`src/rtl/link_adapt_pkg.sv`:
```
package link_adapt_pkg;

    // downlink mode field
    localparam int          MODE_W              = 3;
    localparam logic [2:0]  MODE_NONE           = 3'h0;
    localparam logic [2:0]  MODE_ROBUST         = 3'h1;
    localparam logic [2:0]  MODE_MAX            = 3'h4;
    localparam logic [2:0]  MODE_RESERVED       = 3'h7;

    // uplink correction message fields
    localparam int          PWR_INC_W           = 6;
    localparam int          TIMING_W            = 5;
    localparam logic        REPORT_NOT_REQ      = 1'b0;
    // power increment coded in 0.5 dB steps, offset so 40 means 0 dB
    localparam logic [5:0]  PWR_INC_ZERO        = 6'h28;
    localparam logic [5:0]  PWR_INC_MIN_RANGING = 6'h00;
    localparam logic [5:0]  PWR_INC_MIN_NORMAL  = 6'h20;
    localparam logic [5:0]  PWR_INC_MAX         = 6'h30;

    // measurement report fields
    localparam int          SNR_W               = 8;
    localparam int          RXP_W               = 8;
    localparam int          TXP_W               = 6;
    localparam int          MARGIN_W            = 6;
    localparam int          UL_MODE_W           = 3;
    localparam int          REPORT_W            = MODE_W + SNR_W + RXP_W + TXP_W + MARGIN_W + UL_MODE_W;

    // downlink power, 0.25 dB steps
    localparam int          DL_PWR_W            = 8;
    localparam logic [7:0]  DL_STEP_MAX         = 8'h04;
    localparam int          DL_WINDOW_MS        = 50;
    localparam int          CLK_KHZ             = 40000;
    localparam int          DL_WINDOW_CYC       = DL_WINDOW_MS * CLK_KHZ;

    localparam int          TIMER_W             = 24;

endpackage : link_adapt_pkg

```
`src/rtl/link_adapt_if.sv`:
```
`timescale 1ns/10ps
`default_nettype none
interface link_adapt_if;
    import link_adapt_pkg::*;
    // downlink messages
    logic                   ann_valid;
    logic [MODE_W-1:0]      ann_mode;
    logic                   corr_valid;
    logic [PWR_INC_W-1:0]   corr_power;
    logic [TIMING_W-1:0]    corr_timing;
    logic                   corr_report_req;
    // uplink messages
    logic                   ack_valid;
    logic [MODE_W-1:0]      ack_mode;
    logic                   report_valid;
    logic [REPORT_W-1:0]    report;

    modport access_point (output ann_valid, ann_mode, corr_valid, corr_power, corr_timing, corr_report_req,
                          input ack_valid, ack_mode, report_valid, report);
    modport terminal     (input ann_valid, ann_mode, corr_valid, corr_power, corr_timing, corr_report_req,
                          output ack_valid, ack_mode, report_valid, report);
endinterface : link_adapt_if
`default_nettype wire

```
`src/rtl/access_point_ctrl.sv`:
```
// Function
// - terminal decodes modes robust up to granted
// - either side may start mode change
// - terminal request never carries zero mode
// - 3-bit mode field, 0 none, 7 reserved
// - acknowledgement echoes announced mode value
// - robust switch happens on report receipt
// - efficient switch only after full handshake
// - access point starts change only on new
// - resend announcement on ack timer expiry
// - terminal resends report on response timeout
// - terminal always acknowledges any announcement
// - uplink power step within allowed limits
// - correction has power, timing, request fields
// - terminal answers correction with fresh report
// - resend correction on report timer expiry
// - correction report with new mode starts handshake
// - raise downlink power only for robust need
// - apply downlink power change before preamble
// - downlink change max 1 dB per 50 ms
// - downlink step below threshold gap, up to 1 dB when the gap is zero
// - maximum uplink power limit confirmed, lowerable; not implemented, only the correction step is clamped to PWR_INC_MAX
// - report field order and widths fixed
`timescale 1ns/10ps
`default_nettype none
module access_point_ctrl #(
    parameter int DL_WINDOW = link_adapt_pkg::DL_WINDOW_CYC
) (
    // clock and reset
    input  wire logic                                   clk_i,
    input  wire logic                                   resetn_i,
    // link
    link_adapt_if.access_point                          link,
    // mode control from scheduler
    input  wire logic                                   cmd_mode_valid_i,
    input  wire logic [link_adapt_pkg::MODE_W-1:0]      cmd_mode_i,
    input  wire logic [link_adapt_pkg::TIMER_W-1:0]     ack_timeout_i,
    // uplink correction request
    input  wire logic                                   cmd_corr_valid_i,
    input  wire logic [link_adapt_pkg::PWR_INC_W-1:0]   cmd_corr_power_i,
    input  wire logic [link_adapt_pkg::TIMING_W-1:0]    cmd_corr_timing_i,
    input  wire logic                                   cmd_corr_report_req_i,
    input  wire logic                                   ranging_i,
    input  wire logic [link_adapt_pkg::TIMER_W-1:0]     corr_timeout_i,
    // downlink power control
    input  wire logic                                   preamble_i,
    input  wire logic                                   robust_short_i,
    input  wire logic [link_adapt_pkg::DL_PWR_W-1:0]    dl_power_target_i,
    input  wire logic [link_adapt_pkg::DL_PWR_W-1:0]    threshold_gap_i,
    // status
    output logic [link_adapt_pkg::MODE_W-1:0]           current_mode_o,
    output logic                                        busy_o,
    output logic                                        report_o,
    output logic [link_adapt_pkg::REPORT_W-1:0]         report_data_o,
    output logic [link_adapt_pkg::DL_PWR_W-1:0]         dl_power_o
);
    import link_adapt_pkg::*;

    typedef enum logic [1:0] {IDLE, WAIT_ACK} ap_state_t;

    ap_state_t                state_reg;
    logic [MODE_W-1:0]        granted_reg;
    logic [MODE_W-1:0]        wanted;
    logic                     wanted_valid;
    logic                     start_ann;
    logic                     ack_ok;
    logic                     ann_expired;
    logic                     corr_expired;
    logic                     corr_pending;
    logic [PWR_INC_W-1:0]     corr_power_reg;
    logic [TIMING_W-1:0]      corr_timing_reg;
    logic                     corr_req_reg;
    logic [PWR_INC_W-1:0]     power_min;
    logic [PWR_INC_W-1:0]     power_clamped;
    logic [DL_PWR_W-1:0]      dl_used_reg;
    logic [31:0]              dl_win_reg;
    logic [DL_PWR_W-1:0]      step_lim;
    logic [DL_PWR_W-1:0]      step;
    logic                     dl_quiet;
    logic [DL_PWR_W-1:0]      dl_budget;

    // wanted mode sits in the top field of the report
    assign wanted       = link.report[REPORT_W-1 -: MODE_W];
    assign wanted_valid = link.report_valid && wanted != MODE_NONE && wanted <= MODE_MAX;
    assign ack_ok       = state_reg == WAIT_ACK && link.ack_valid && link.ack_mode == granted_reg;
    assign start_ann    = state_reg == IDLE && (wanted_valid ||
                          (cmd_mode_valid_i && cmd_mode_i != MODE_NONE && cmd_mode_i <= MODE_MAX));

    retry_timer #(.W(TIMER_W)) u_ann_timer (
        .clk_i      (clk_i),
        .resetn_i   (resetn_i),
        .start_i    (start_ann || (ann_expired && state_reg == WAIT_ACK && !ack_ok)),
        .cancel_i   (ack_ok),
        .duration_i (ack_timeout_i),
        .running_o  (),
        .expired_o  (ann_expired)
    );

    // announcement and mode switch ordering
    always_ff @(posedge clk_i or negedge resetn_i) begin
        if (!resetn_i) begin
            state_reg      <= IDLE;
            granted_reg    <= MODE_ROBUST;
            current_mode_o <= MODE_ROBUST;
            link.ann_valid <= 1'b0;
            link.ann_mode  <= MODE_NONE;
            busy_o         <= 1'b0;
        end else begin
            link.ann_valid <= 1'b0;
            case (state_reg)
                IDLE: begin
                    if (start_ann) begin
                        granted_reg    <= wanted_valid ? wanted : cmd_mode_i;
                        link.ann_mode  <= wanted_valid ? wanted : cmd_mode_i;
                        link.ann_valid <= 1'b1;
                        busy_o         <= 1'b1;
                        state_reg      <= WAIT_ACK;
                        if (wanted_valid && wanted < current_mode_o)
                            current_mode_o <= wanted;
                        else if (!wanted_valid && cmd_mode_i < current_mode_o)
                            current_mode_o <= cmd_mode_i;
                    end
                end
                WAIT_ACK: begin
                    if (ack_ok) begin
                        current_mode_o <= granted_reg;
                        busy_o         <= 1'b0;
                        state_reg      <= IDLE;
                    end else if (ann_expired) begin
                        link.ann_valid <= 1'b1;
                    end
                end
                default: state_reg <= IDLE;
            endcase
        end
    end

    // uplink correction, clamped to the allowed step range
    assign power_min     = ranging_i ? PWR_INC_MIN_RANGING : PWR_INC_MIN_NORMAL;
    assign power_clamped = cmd_corr_power_i < power_min ? power_min :
                           cmd_corr_power_i > PWR_INC_MAX ? PWR_INC_MAX : cmd_corr_power_i;

    retry_timer #(.W(TIMER_W)) u_corr_timer (
        .clk_i      (clk_i),
        .resetn_i   (resetn_i),
        .start_i    ((cmd_corr_valid_i && !corr_pending) || (corr_expired && !link.report_valid)),
        .cancel_i   (link.report_valid),
        .duration_i (corr_timeout_i),
        .running_o  (corr_pending),
        .expired_o  (corr_expired)
    );

    always_ff @(posedge clk_i or negedge resetn_i) begin
        if (!resetn_i) begin
            link.corr_valid      <= 1'b0;
            link.corr_power      <= PWR_INC_ZERO;
            link.corr_timing     <= '0;
            link.corr_report_req <= REPORT_NOT_REQ;
            corr_power_reg       <= PWR_INC_ZERO;
            corr_timing_reg      <= '0;
            corr_req_reg         <= REPORT_NOT_REQ;
        end else begin
            link.corr_valid <= 1'b0;
            if (cmd_corr_valid_i && !corr_pending) begin
                corr_power_reg       <= power_clamped;
                corr_timing_reg      <= cmd_corr_timing_i;
                corr_req_reg         <= cmd_corr_report_req_i;
                link.corr_power      <= power_clamped;
                link.corr_timing     <= cmd_corr_timing_i;
                link.corr_report_req <= cmd_corr_report_req_i;
                link.corr_valid      <= 1'b1;
            end else if (corr_expired && !link.report_valid) begin
                link.corr_power      <= corr_power_reg;
                link.corr_timing     <= corr_timing_reg;
                link.corr_report_req <= corr_req_reg;
                link.corr_valid      <= 1'b1;
            end
        end
    end

    // received reports passed to the scheduler
    always_ff @(posedge clk_i or negedge resetn_i) begin
        if (!resetn_i) begin
            report_o      <= 1'b0;
            report_data_o <= '0;
        end else begin
            report_o <= link.report_valid;
            if (link.report_valid)
                report_data_o <= link.report;
        end
    end

    // downlink power: per-step limit is the tighter of 1 dB and one step below the threshold gap (1 dB when the gap is zero)
    assign step_lim = (threshold_gap_i > 8'h00 && threshold_gap_i - 8'h01 < DL_STEP_MAX) ?
                      threshold_gap_i - 8'h01 : DL_STEP_MAX;

    // budget refills only after a full quiet window, so no window ever holds two batches
    assign dl_quiet  = dl_win_reg >= 32'(DL_WINDOW);
    assign dl_budget = dl_quiet ? DL_STEP_MAX : DL_STEP_MAX - dl_used_reg;

    always_comb begin
        step = '0;
        if (dl_power_target_i > dl_power_o && robust_short_i)
            step = dl_power_target_i - dl_power_o;
        else if (dl_power_target_i < dl_power_o)
            step = dl_power_o - dl_power_target_i;
        if (step > step_lim)
            step = step_lim;
        if (step > dl_budget)
            step = dl_budget;
    end

    // window counts from the last applied step and saturates once quiet
    always_ff @(posedge clk_i or negedge resetn_i) begin
        if (!resetn_i) begin
            dl_power_o  <= '0;
            dl_used_reg <= '0;
            dl_win_reg  <= '0;
        end else begin
            if (preamble_i && step != 8'h00) begin
                dl_win_reg  <= '0;
                dl_used_reg <= (dl_quiet ? 8'h00 : dl_used_reg) + step;
                dl_power_o  <= dl_power_target_i > dl_power_o ? dl_power_o + step
                                                              : dl_power_o - step;
            end else if (!dl_quiet) begin
                dl_win_reg <= dl_win_reg + 32'h1;
            end
        end
    end
endmodule : access_point_ctrl
`default_nettype wire

```
`src/rtl/retry_timer.sv`:
```
`timescale 1ns/10ps
`default_nettype none
module retry_timer #(
    parameter int W = 24
) (
    // clock and reset
    input  wire logic         clk_i,
    input  wire logic         resetn_i,
    // control
    input  wire logic         start_i,
    input  wire logic         cancel_i,
    input  wire logic [W-1:0] duration_i,
    // status
    output logic              running_o,
    output logic              expired_o
);
    logic [W-1:0] count_reg;

    // cancel wins over expiry so a late answer never triggers a resend
    always_ff @(posedge clk_i or negedge resetn_i) begin
        if (!resetn_i) begin
            count_reg <= '0;
            running_o <= 1'b0;
            expired_o <= 1'b0;
        end else begin
            expired_o <= 1'b0;
            if (start_i) begin
                count_reg <= duration_i;
                running_o <= 1'b1;
            end else if (cancel_i) begin
                running_o <= 1'b0;
            end else if (running_o) begin
                if (count_reg <= W'(1)) begin
                    running_o <= 1'b0;
                    expired_o <= 1'b1;
                end else begin
                    count_reg <= count_reg - W'(1);
                end
            end
        end
    end
endmodule : retry_timer
`default_nettype wire

```
`src/flat_wrapper.sv`:
```
// flat-port wrapper written by rule: the top's interface ports become plain ports
module access_point_ctrl_flat import link_adapt_pkg::*;
#(
    parameter int DL_WINDOW = link_adapt_pkg::DL_WINDOW_CYC
)
  (clk_i, resetn_i, cmd_mode_valid_i, cmd_mode_i, ack_timeout_i, cmd_corr_valid_i, cmd_corr_power_i, cmd_corr_timing_i, cmd_corr_report_req_i, ranging_i, corr_timeout_i, preamble_i, robust_short_i, dl_power_target_i, threshold_gap_i, current_mode_o, busy_o, report_o, report_data_o, dl_power_o, link_ann_valid, link_ann_mode, link_corr_valid, link_corr_power, link_corr_timing, link_corr_report_req, link_ack_valid, link_ack_mode, link_report_valid, link_report);
  link_adapt_if link_i ();
  input  wire logic clk_i;
  input  wire logic resetn_i;
  input  wire logic cmd_mode_valid_i;
  input  wire logic [link_adapt_pkg::MODE_W-1:0] cmd_mode_i;
  input  wire logic [link_adapt_pkg::TIMER_W-1:0] ack_timeout_i;
  input  wire logic cmd_corr_valid_i;
  input  wire logic [link_adapt_pkg::PWR_INC_W-1:0] cmd_corr_power_i;
  input  wire logic [link_adapt_pkg::TIMING_W-1:0] cmd_corr_timing_i;
  input  wire logic cmd_corr_report_req_i;
  input  wire logic ranging_i;
  input  wire logic [link_adapt_pkg::TIMER_W-1:0] corr_timeout_i;
  input  wire logic preamble_i;
  input  wire logic robust_short_i;
  input  wire logic [link_adapt_pkg::DL_PWR_W-1:0] dl_power_target_i;
  input  wire logic [link_adapt_pkg::DL_PWR_W-1:0] threshold_gap_i;
  output logic [link_adapt_pkg::MODE_W-1:0] current_mode_o;
  output logic busy_o;
  output logic report_o;
  output logic [link_adapt_pkg::REPORT_W-1:0] report_data_o;
  output logic [link_adapt_pkg::DL_PWR_W-1:0] dl_power_o;
  output wire logic [$bits(link_i.ann_valid)-1:0] link_ann_valid;
  output wire logic [$bits(link_i.ann_mode)-1:0] link_ann_mode;
  output wire logic [$bits(link_i.corr_valid)-1:0] link_corr_valid;
  output wire logic [$bits(link_i.corr_power)-1:0] link_corr_power;
  output wire logic [$bits(link_i.corr_timing)-1:0] link_corr_timing;
  output wire logic [$bits(link_i.corr_report_req)-1:0] link_corr_report_req;
  input wire logic [$bits(link_i.ack_valid)-1:0] link_ack_valid;
  input wire logic [$bits(link_i.ack_mode)-1:0] link_ack_mode;
  input wire logic [$bits(link_i.report_valid)-1:0] link_report_valid;
  input wire logic [$bits(link_i.report)-1:0] link_report;
  assign link_ann_valid = link_i.ann_valid;
  assign link_ann_mode = link_i.ann_mode;
  assign link_corr_valid = link_i.corr_valid;
  assign link_corr_power = link_i.corr_power;
  assign link_corr_timing = link_i.corr_timing;
  assign link_corr_report_req = link_i.corr_report_req;
  assign link_i.ack_valid = link_ack_valid;
  assign link_i.ack_mode = link_ack_mode;
  assign link_i.report_valid = link_report_valid;
  assign link_i.report = link_report;
  access_point_ctrl #(.DL_WINDOW(DL_WINDOW)) u_core (.clk_i(clk_i), .resetn_i(resetn_i), .link(link_i), .cmd_mode_valid_i(cmd_mode_valid_i), .cmd_mode_i(cmd_mode_i), .ack_timeout_i(ack_timeout_i), .cmd_corr_valid_i(cmd_corr_valid_i), .cmd_corr_power_i(cmd_corr_power_i), .cmd_corr_timing_i(cmd_corr_timing_i), .cmd_corr_report_req_i(cmd_corr_report_req_i), .ranging_i(ranging_i), .corr_timeout_i(corr_timeout_i), .preamble_i(preamble_i), .robust_short_i(robust_short_i), .dl_power_target_i(dl_power_target_i), .threshold_gap_i(threshold_gap_i), .current_mode_o(current_mode_o), .busy_o(busy_o), .report_o(report_o), .report_data_o(report_data_o), .dl_power_o(dl_power_o));
endmodule
```
`config.mk`:
```
export PLATFORM = sky130hd
export DESIGN_NAME = access_point_ctrl_flat
export DESIGN_NICKNAME = d
export VERILOG_FILES = /design/src/rtl/link_adapt_pkg.sv /design/src/rtl/link_adapt_if.sv /design/src/rtl/access_point_ctrl.sv /design/src/rtl/retry_timer.sv /design/src/flat_wrapper.sv
export SDC_FILE = /design/constraint.sdc
export NUM_CORES = 1
export LEC_CHECK = 0
export ABC_AREA = 1
export BUFFER_PORTS_ARGS = -buffer_cell sky130_fd_sc_hd__buf_2
export CAP_MARGIN = 20
export CORE_ASPECT_RATIO = 1.1
export CORE_UTILIZATION = 40
export CTS_CLUSTER_SIZE = 30
export DETAILED_ROUTE_END_ITERATION = 16
export PLACE_DENSITY = 0.71
export SLEW_MARGIN = 20
export SYNTH_ARGS = -nofsm -noshare
export SYNTH_HDL_FRONTEND = slang
export SYNTH_SLANG_ARGS = --single-unit
```
`constraint.sdc`:
```
create_clock -name clk_i -period 6.4 [get_ports clk_i]
set_clock_uncertainty 0.1 [all_clocks]
set_input_delay 1.28 -clock clk_i [delete_from_list [all_inputs] [get_ports clk_i]]
set_output_delay 1.28 -clock clk_i [all_outputs]
set_load 0.02 [all_outputs]
```
---- Yosys cells after proc, flatten, opt, wreduce, memory -nomap -nowiden ----
Cells that the tools add are included.
word-level totals
  bits of input ports ..................... 125
  output and inout port bits .............. 64
  logic and storage cells ................. 157
  bits in registers ....................... 173
cells by class
  eq/ne operators ......................... 10
  order comparisons ....................... 15
  reduce and logical (&&, ||, !) cells .... 37
  add/subtract/negate cells ............... 10
  mux-type cells .......................... 61
operators with widths
  cell                     count
  $mux W24                 8
  $mux W32                 2
  $mux W8                  8
  $le A24 B1 Y1 const B    2
  $sub A24 B1 Y24 const B  2
  $add A32 B1 Y32 const B  1
  $ge A32 B21 Y1 const B   1
  $mux W6                  5
  $mux W1                  25
  $gt A8 B8 Y1             3
  $sub A8 B8 Y8            3
  $add A8 B8 Y8            2
  $logic_and A1 B1 Y1      16
  $mux W3                  5
  $mux W5                  2
  $reduce_and A3 Y1        3
  $gt A8 B1 Y1 const B     1
  $lt A8 B3 Y1 const B     1
  $lt A8 B8 Y1             1
  $ne A2 B2 Y1 const B     4
  $reduce_bool A2 Y1       4
  $reduce_bool A8 Y1       1
  $sub A3 B8 Y8 const A    1
  $sub A8 B1 Y8 const B    1
  18 further kinds         31

---- Logic depth before layout (Yosys ltp) ----
  depth in word-level cells ............... 11
  mapped depth ............................ 55
  gate-level depth less buffers ........... 54

---- Modules after synthesis ----
Synthesis repeated with hierarchy kept, for this count alone.
second synthesis, totals
  cells, all modules ...................... 1615
  area, all modules ....................... 11706.2 µm²
modules (own cells, without submodules)
  module                             cells an instance  sequential area each (µm²)  area each (µm²)  times used
  access_point_ctrl                  981                2935.3                      7787.5           1
  retry_timer (u_core.u_corr_timer)  317                650.6                       1965.6           1
  retry_timer (u_core.u_ann_timer)   317                650.6                       1953.1           1

---- Worst setup path before layout ----
OpenSTA, ideal clock, no wires.
  path type ............................... input port to flip-flop
  from .................................... input port dl_power_target_i[0] (netlist bit)
  to ...................................... register u_core.dl_power_o[7] (netlist bit)
  slack ................................... -0.506 ns
  arrival time ............................ 6.689 ns
  data required time ...................... 6.183 ns
  stages .................................. 48
  setup time .............................. 0.117 ns
  buffers on the path ..................... 2
  cells stage by stage .................... inv_1 > ha_1 > inv_1 > fa_1 > nand3_1 > nand3_2 > nand2_2 > nand2_4 > nand3_4 > nand2_1 > nand2_1 > inv_1 > ha_1 > nand2_1 > nor2_1 > nand4_1 > nand2_1 > clkbuf_1 > [12 not listed] > clkbuf_1 > nand2_1 > nand2_1 > inv_1 > ha_1 > nor2_1 > xor2_1 > ha_1 > a21o_1 > a31oi_1 > inv_1 > a21oi_1 > nand3b_1 > nand2_1 > inv_1 > nand3_1 > nand4_1 > nand2_1
between the ends
  longest elaborated chain between the ends .. 9
  elaborated cells between the ends (all ways) .. 16
  those cells by class .................... add/sub: 4; order compare: 4; mux: 5; reduce/logical: 3
RTL lines
  what                                                   line                                                RTL
  start: declaration                                     flat_wrapper.sv:21                                  input wire logic [link_adapt_pkg::DL_PWR_W-1:0] dl_power_target_i;
  $sub A8 B8 Y8 (tied with other cells)                  access_point_ctrl.sv:206                            step = dl_power_o - dl_power_target_i;
  $mux W8 / $logic_and A1 B1 Y1 (equally long branches)  access_point_ctrl.sv:205, access_point_ctrl.sv:203
  $mux W8                                                access_point_ctrl.sv:203                            if (dl_power_target_i > dl_power_o && robust_short_i)
  $gt A8 B8 Y1                                           access_point_ctrl.sv:207                            if (step > step_lim)
  $mux W8                                                access_point_ctrl.sv:207
  $gt A8 B8 Y1                                           access_point_ctrl.sv:209                            if (step > dl_budget)
  $mux W8                                                access_point_ctrl.sv:209
  $sub A8 B8 Y8 (tied with other cells)                  access_point_ctrl.sv:224                            : dl_power_o - step;
  $mux W8 / $logic_and A1 B1 Y1 (equally long branches)  access_point_ctrl.sv:223, access_point_ctrl.sv:220
  end signal: assignment                                 access_point_ctrl.sv:223                            dl_power_o <= dl_power_target_i > dl_power_o ? dl_power_o + step
  end: declaration                                       access_point_ctrl.sv:55                             output logic [link_adapt_pkg::DL_PWR_W-1:0] dl_power_o
Parallel ways exist; a longest one is shown, timed or not.
A chain may end at the register's enable or synchronous reset.

---- Final worst setup path ----
  from .................................... input port dl_power_target_i[4] (netlist bit)
  to ...................................... register u_core.dl_power_o[7] (netlist bit)
Same word-level chain as after synthesis.

==> impl_metrics.toml <==
[outcome]
outcome = "finished, final reports clean"

[sta]
worst-slew-pin-transition_ps = 785
slew_viol_final = 0
period_needed_ps = 6210
tns_ps = 0
finalWorstSetupSlack_ps = 193
holdWs_ps = 336
relSlewSlack_pct = 47.6
post-route-period-util_pct = 97.0
fmax_mhz = 161
hold_violations = 0
finalSetupViolCount = 0
rsz0062_at_grt = "yes"

[grt]
grt_overflow_total = 0
antenna_found_initial = 2
first_global_vias = 10500
grt_pass1_wl_um = 48400
grt_max_degree = 86
grt.total_usage_pct = 20.7

[critical_path]
critical_path_class = "in -> reg"
cp_top_family = "simple AND/OR/NAND/NOR gates"
end_kind = "register"
slowest_stage = "ha_2"
cp_max_fo = 8
cp_num_buf_inv = 8
required_ps = 6630
crit_arrival_ps = 6440
critPathMaxStageDelay_ps = 370
cp-start-kind = "input port"

[route]
drtPass1Iterations = 5
wire_per_inst_um = 13.7
drt-total-wl_um = 29800
drtIter0Drc = 505
viasPerCell = 5.02
antenna_left = 0
via_count = 10900
drc_errors = 0

[die]
num_rows = 63
initial_core_util_pct = 41.0
ios = 189
dieWidth_um = 161
core_area_mm2 = 0.0271
die_area_mm2 = 0.0285
die_y_um = 177

[synth]
synth-seq-cells = 169
synth_top_area_cell = "dfrtp_1"
ys_seq_area_share_pct = 38.1
synth_edf_count = 0
synthCells = 1540
netlist_top_cells_area = "dfrtp_1 (37%), nand2_1 (15%), ha_1 (6.6%), inv_1 (6.5%), nor2_1 (5.1%)"
yosysMostFrequentCell = "nand2_1"
yosys_warnings = 0
syn_avg_cell_area_um2 = 7.22
synth-async-reset-ratio_pct = 100
ys_types = 55
synth_ff_type = "dfrtp_1"
yosysTopAreaCellShare_pct = 36.7
synth_commonest_cells = "nand2_1 (452), inv_1 (193), dfrtp_1 (163), nor2_1 (151), o21ai_0 (98)"
syn_area_mm2 = 0.0111

[layout]
layout.nets = 1999
fin_cells = 2181
drive_gt1_share_pct = 24.9
num_antenna_cells = 0
areaGrowthSynthToFinish_pct = 27.5
largest_reg_flops = 34

[power_and_ir_drop]
p_sw_uw = 4690
ir_drop_mv = 0.698
p_seq_share_pct = 16.3
p_leak_uw = 0.00735
intPower_uw = 5440
sw_frac_of_total_pct = 46.3
cellPowerDensity_mw_per_mm2 = 715
clkPwrFrac_pct = 11.3
combPwrFrac_pct = 72.4

[job]
max_cap_violations = 0

[placed_design]
port_buffers = 188
post-place-ws_ps = -479
dp.cells = 2140
place.gp.congestion = 0.869
hpwlAfterDp_um = 22000

[cts]
root_buffer = "clkbuf_16"
clk_path_buf_depth = 2
htree_levels = 4
clk_pin_slew_worst_paths_ps = 70
clock-sinks = 169
cts_tree = "yes"
clock_latency_ps = 440
cts_buffers = 17
cts.hold.buffers_added = 0

[hold_path]
hp-class = "reg -> reg"
[logic make-up (layout without fill, tap and decap cells)]
kind of cell | count (synthesis) | in the layout | synth area share, %
AND/OR/NAND/NOR | 790 | 790 | 30.3
flip-flops | 169 | 169 | 38.1
other | 1 | 5 | 0.0337
XOR/XNOR | 52 | 52 | 4.10
AO/OA/AOI/OAI | 215 | 215 | 10.9
buffers and inverters | 249 | 529 | 9.03
adder cells (fa/ha/maj) | 63 | 63 | 7.36
multiplexers | 1 | 1 | 0.0901
[cells in the final DEF (no fill, tap or decap), types with 10 or more instances in the layout]
cell       netlist  layout
inv_2            8      17
nor4_1          14      14
xor2_1          47      47
a21oi_1         35      30
o22ai_1         10      10
nand3_1         78      70
ha_4             0      12
nor3_1          24      23
ha_1            59      46
o21ai_0         98      90
nand2_2          8      23
nand2_1        452     426
buf_2           11     186
nand3_2          3      10
o21ai_1         19      25
nor2_1         151     145
buf_4            4     101
a31oi_1         14      14
clkbuf_16        0      17
dfrtp_1        163     163
inv_1          193     179
o211ai_1        20      20
nand2_4          1      12
nand4_1         35      35
[per-stage QoR]
stage                     area (um^2)  total power (uW)  utilization (%)
after detailed placement        13100              8170             48.2
final                           14200             10100             52.3
after CTS                       13700              9390             50.6
after global placement          13100              8010             48.2
after global routing            14200             11100             52.3
after floorplan                 11200              5870                -
[cell type report]
type                            count  area (um^2)
Clock buffer                       20          467
Clock inverter                     12          186
Fill cell                        2643        12900
Inverter                          205          795
Multi-Input combinational cell   1126         6290
Sequential cell                   169         4240
Tap cell                          357          447
Timing Repair Buffer              292         1750
[routing by layer]
metal  up-vias  share of wire [%]  global-route usage [%]
li1       5502                  -                       -
met1      5144                 44                    25.9
met2       256                 50                    36.3
met3        37                4.2                    3.23
met4         2                1.9                    6.53
met5         -              0.044                       0
[what timing repair did]
item                                    4_1_cts  5_1_grt
setup buffers                                 0        9
resized for setup                             1       96
endpoints found under the setup margin        1       10
pin swaps                                     1       50
[final timing paths]
path,start,endpoint,slack (ps),cells past startpoint
setup / recovery,dl_power_target_i[4],u_core.dl_power_o[7],190,43
hold / removal,u_core.u_corr_timer.expired_o,u_core.u_corr_timer.expired_o,340,1
setup reg to reg,u_core.dl_power_o[1],u_core.dl_power_o[7],590,41
hold reg to reg,u_core.u_corr_timer.expired_o,u_core.u_corr_timer.expired_o,340,1
max in group asynchronous,resetn_i,u_core.u_corr_timer.count_reg[5],4320,2
min in group asynchronous,resetn_i,u_core.u_ann_timer.count_reg[14],810,1
[power groups by stage]
stage               combinational (uW)  sequential [uW]  clock [uW]
floorplan                         4170             1700           0
global placement                  6360             1650           0
detailed placement                6510             1660           0
CTS                               6580             1650        1170
global route                      8180             1690        1200
finish                            7330             1650        1150
Power figures use the tool's default switching activity.
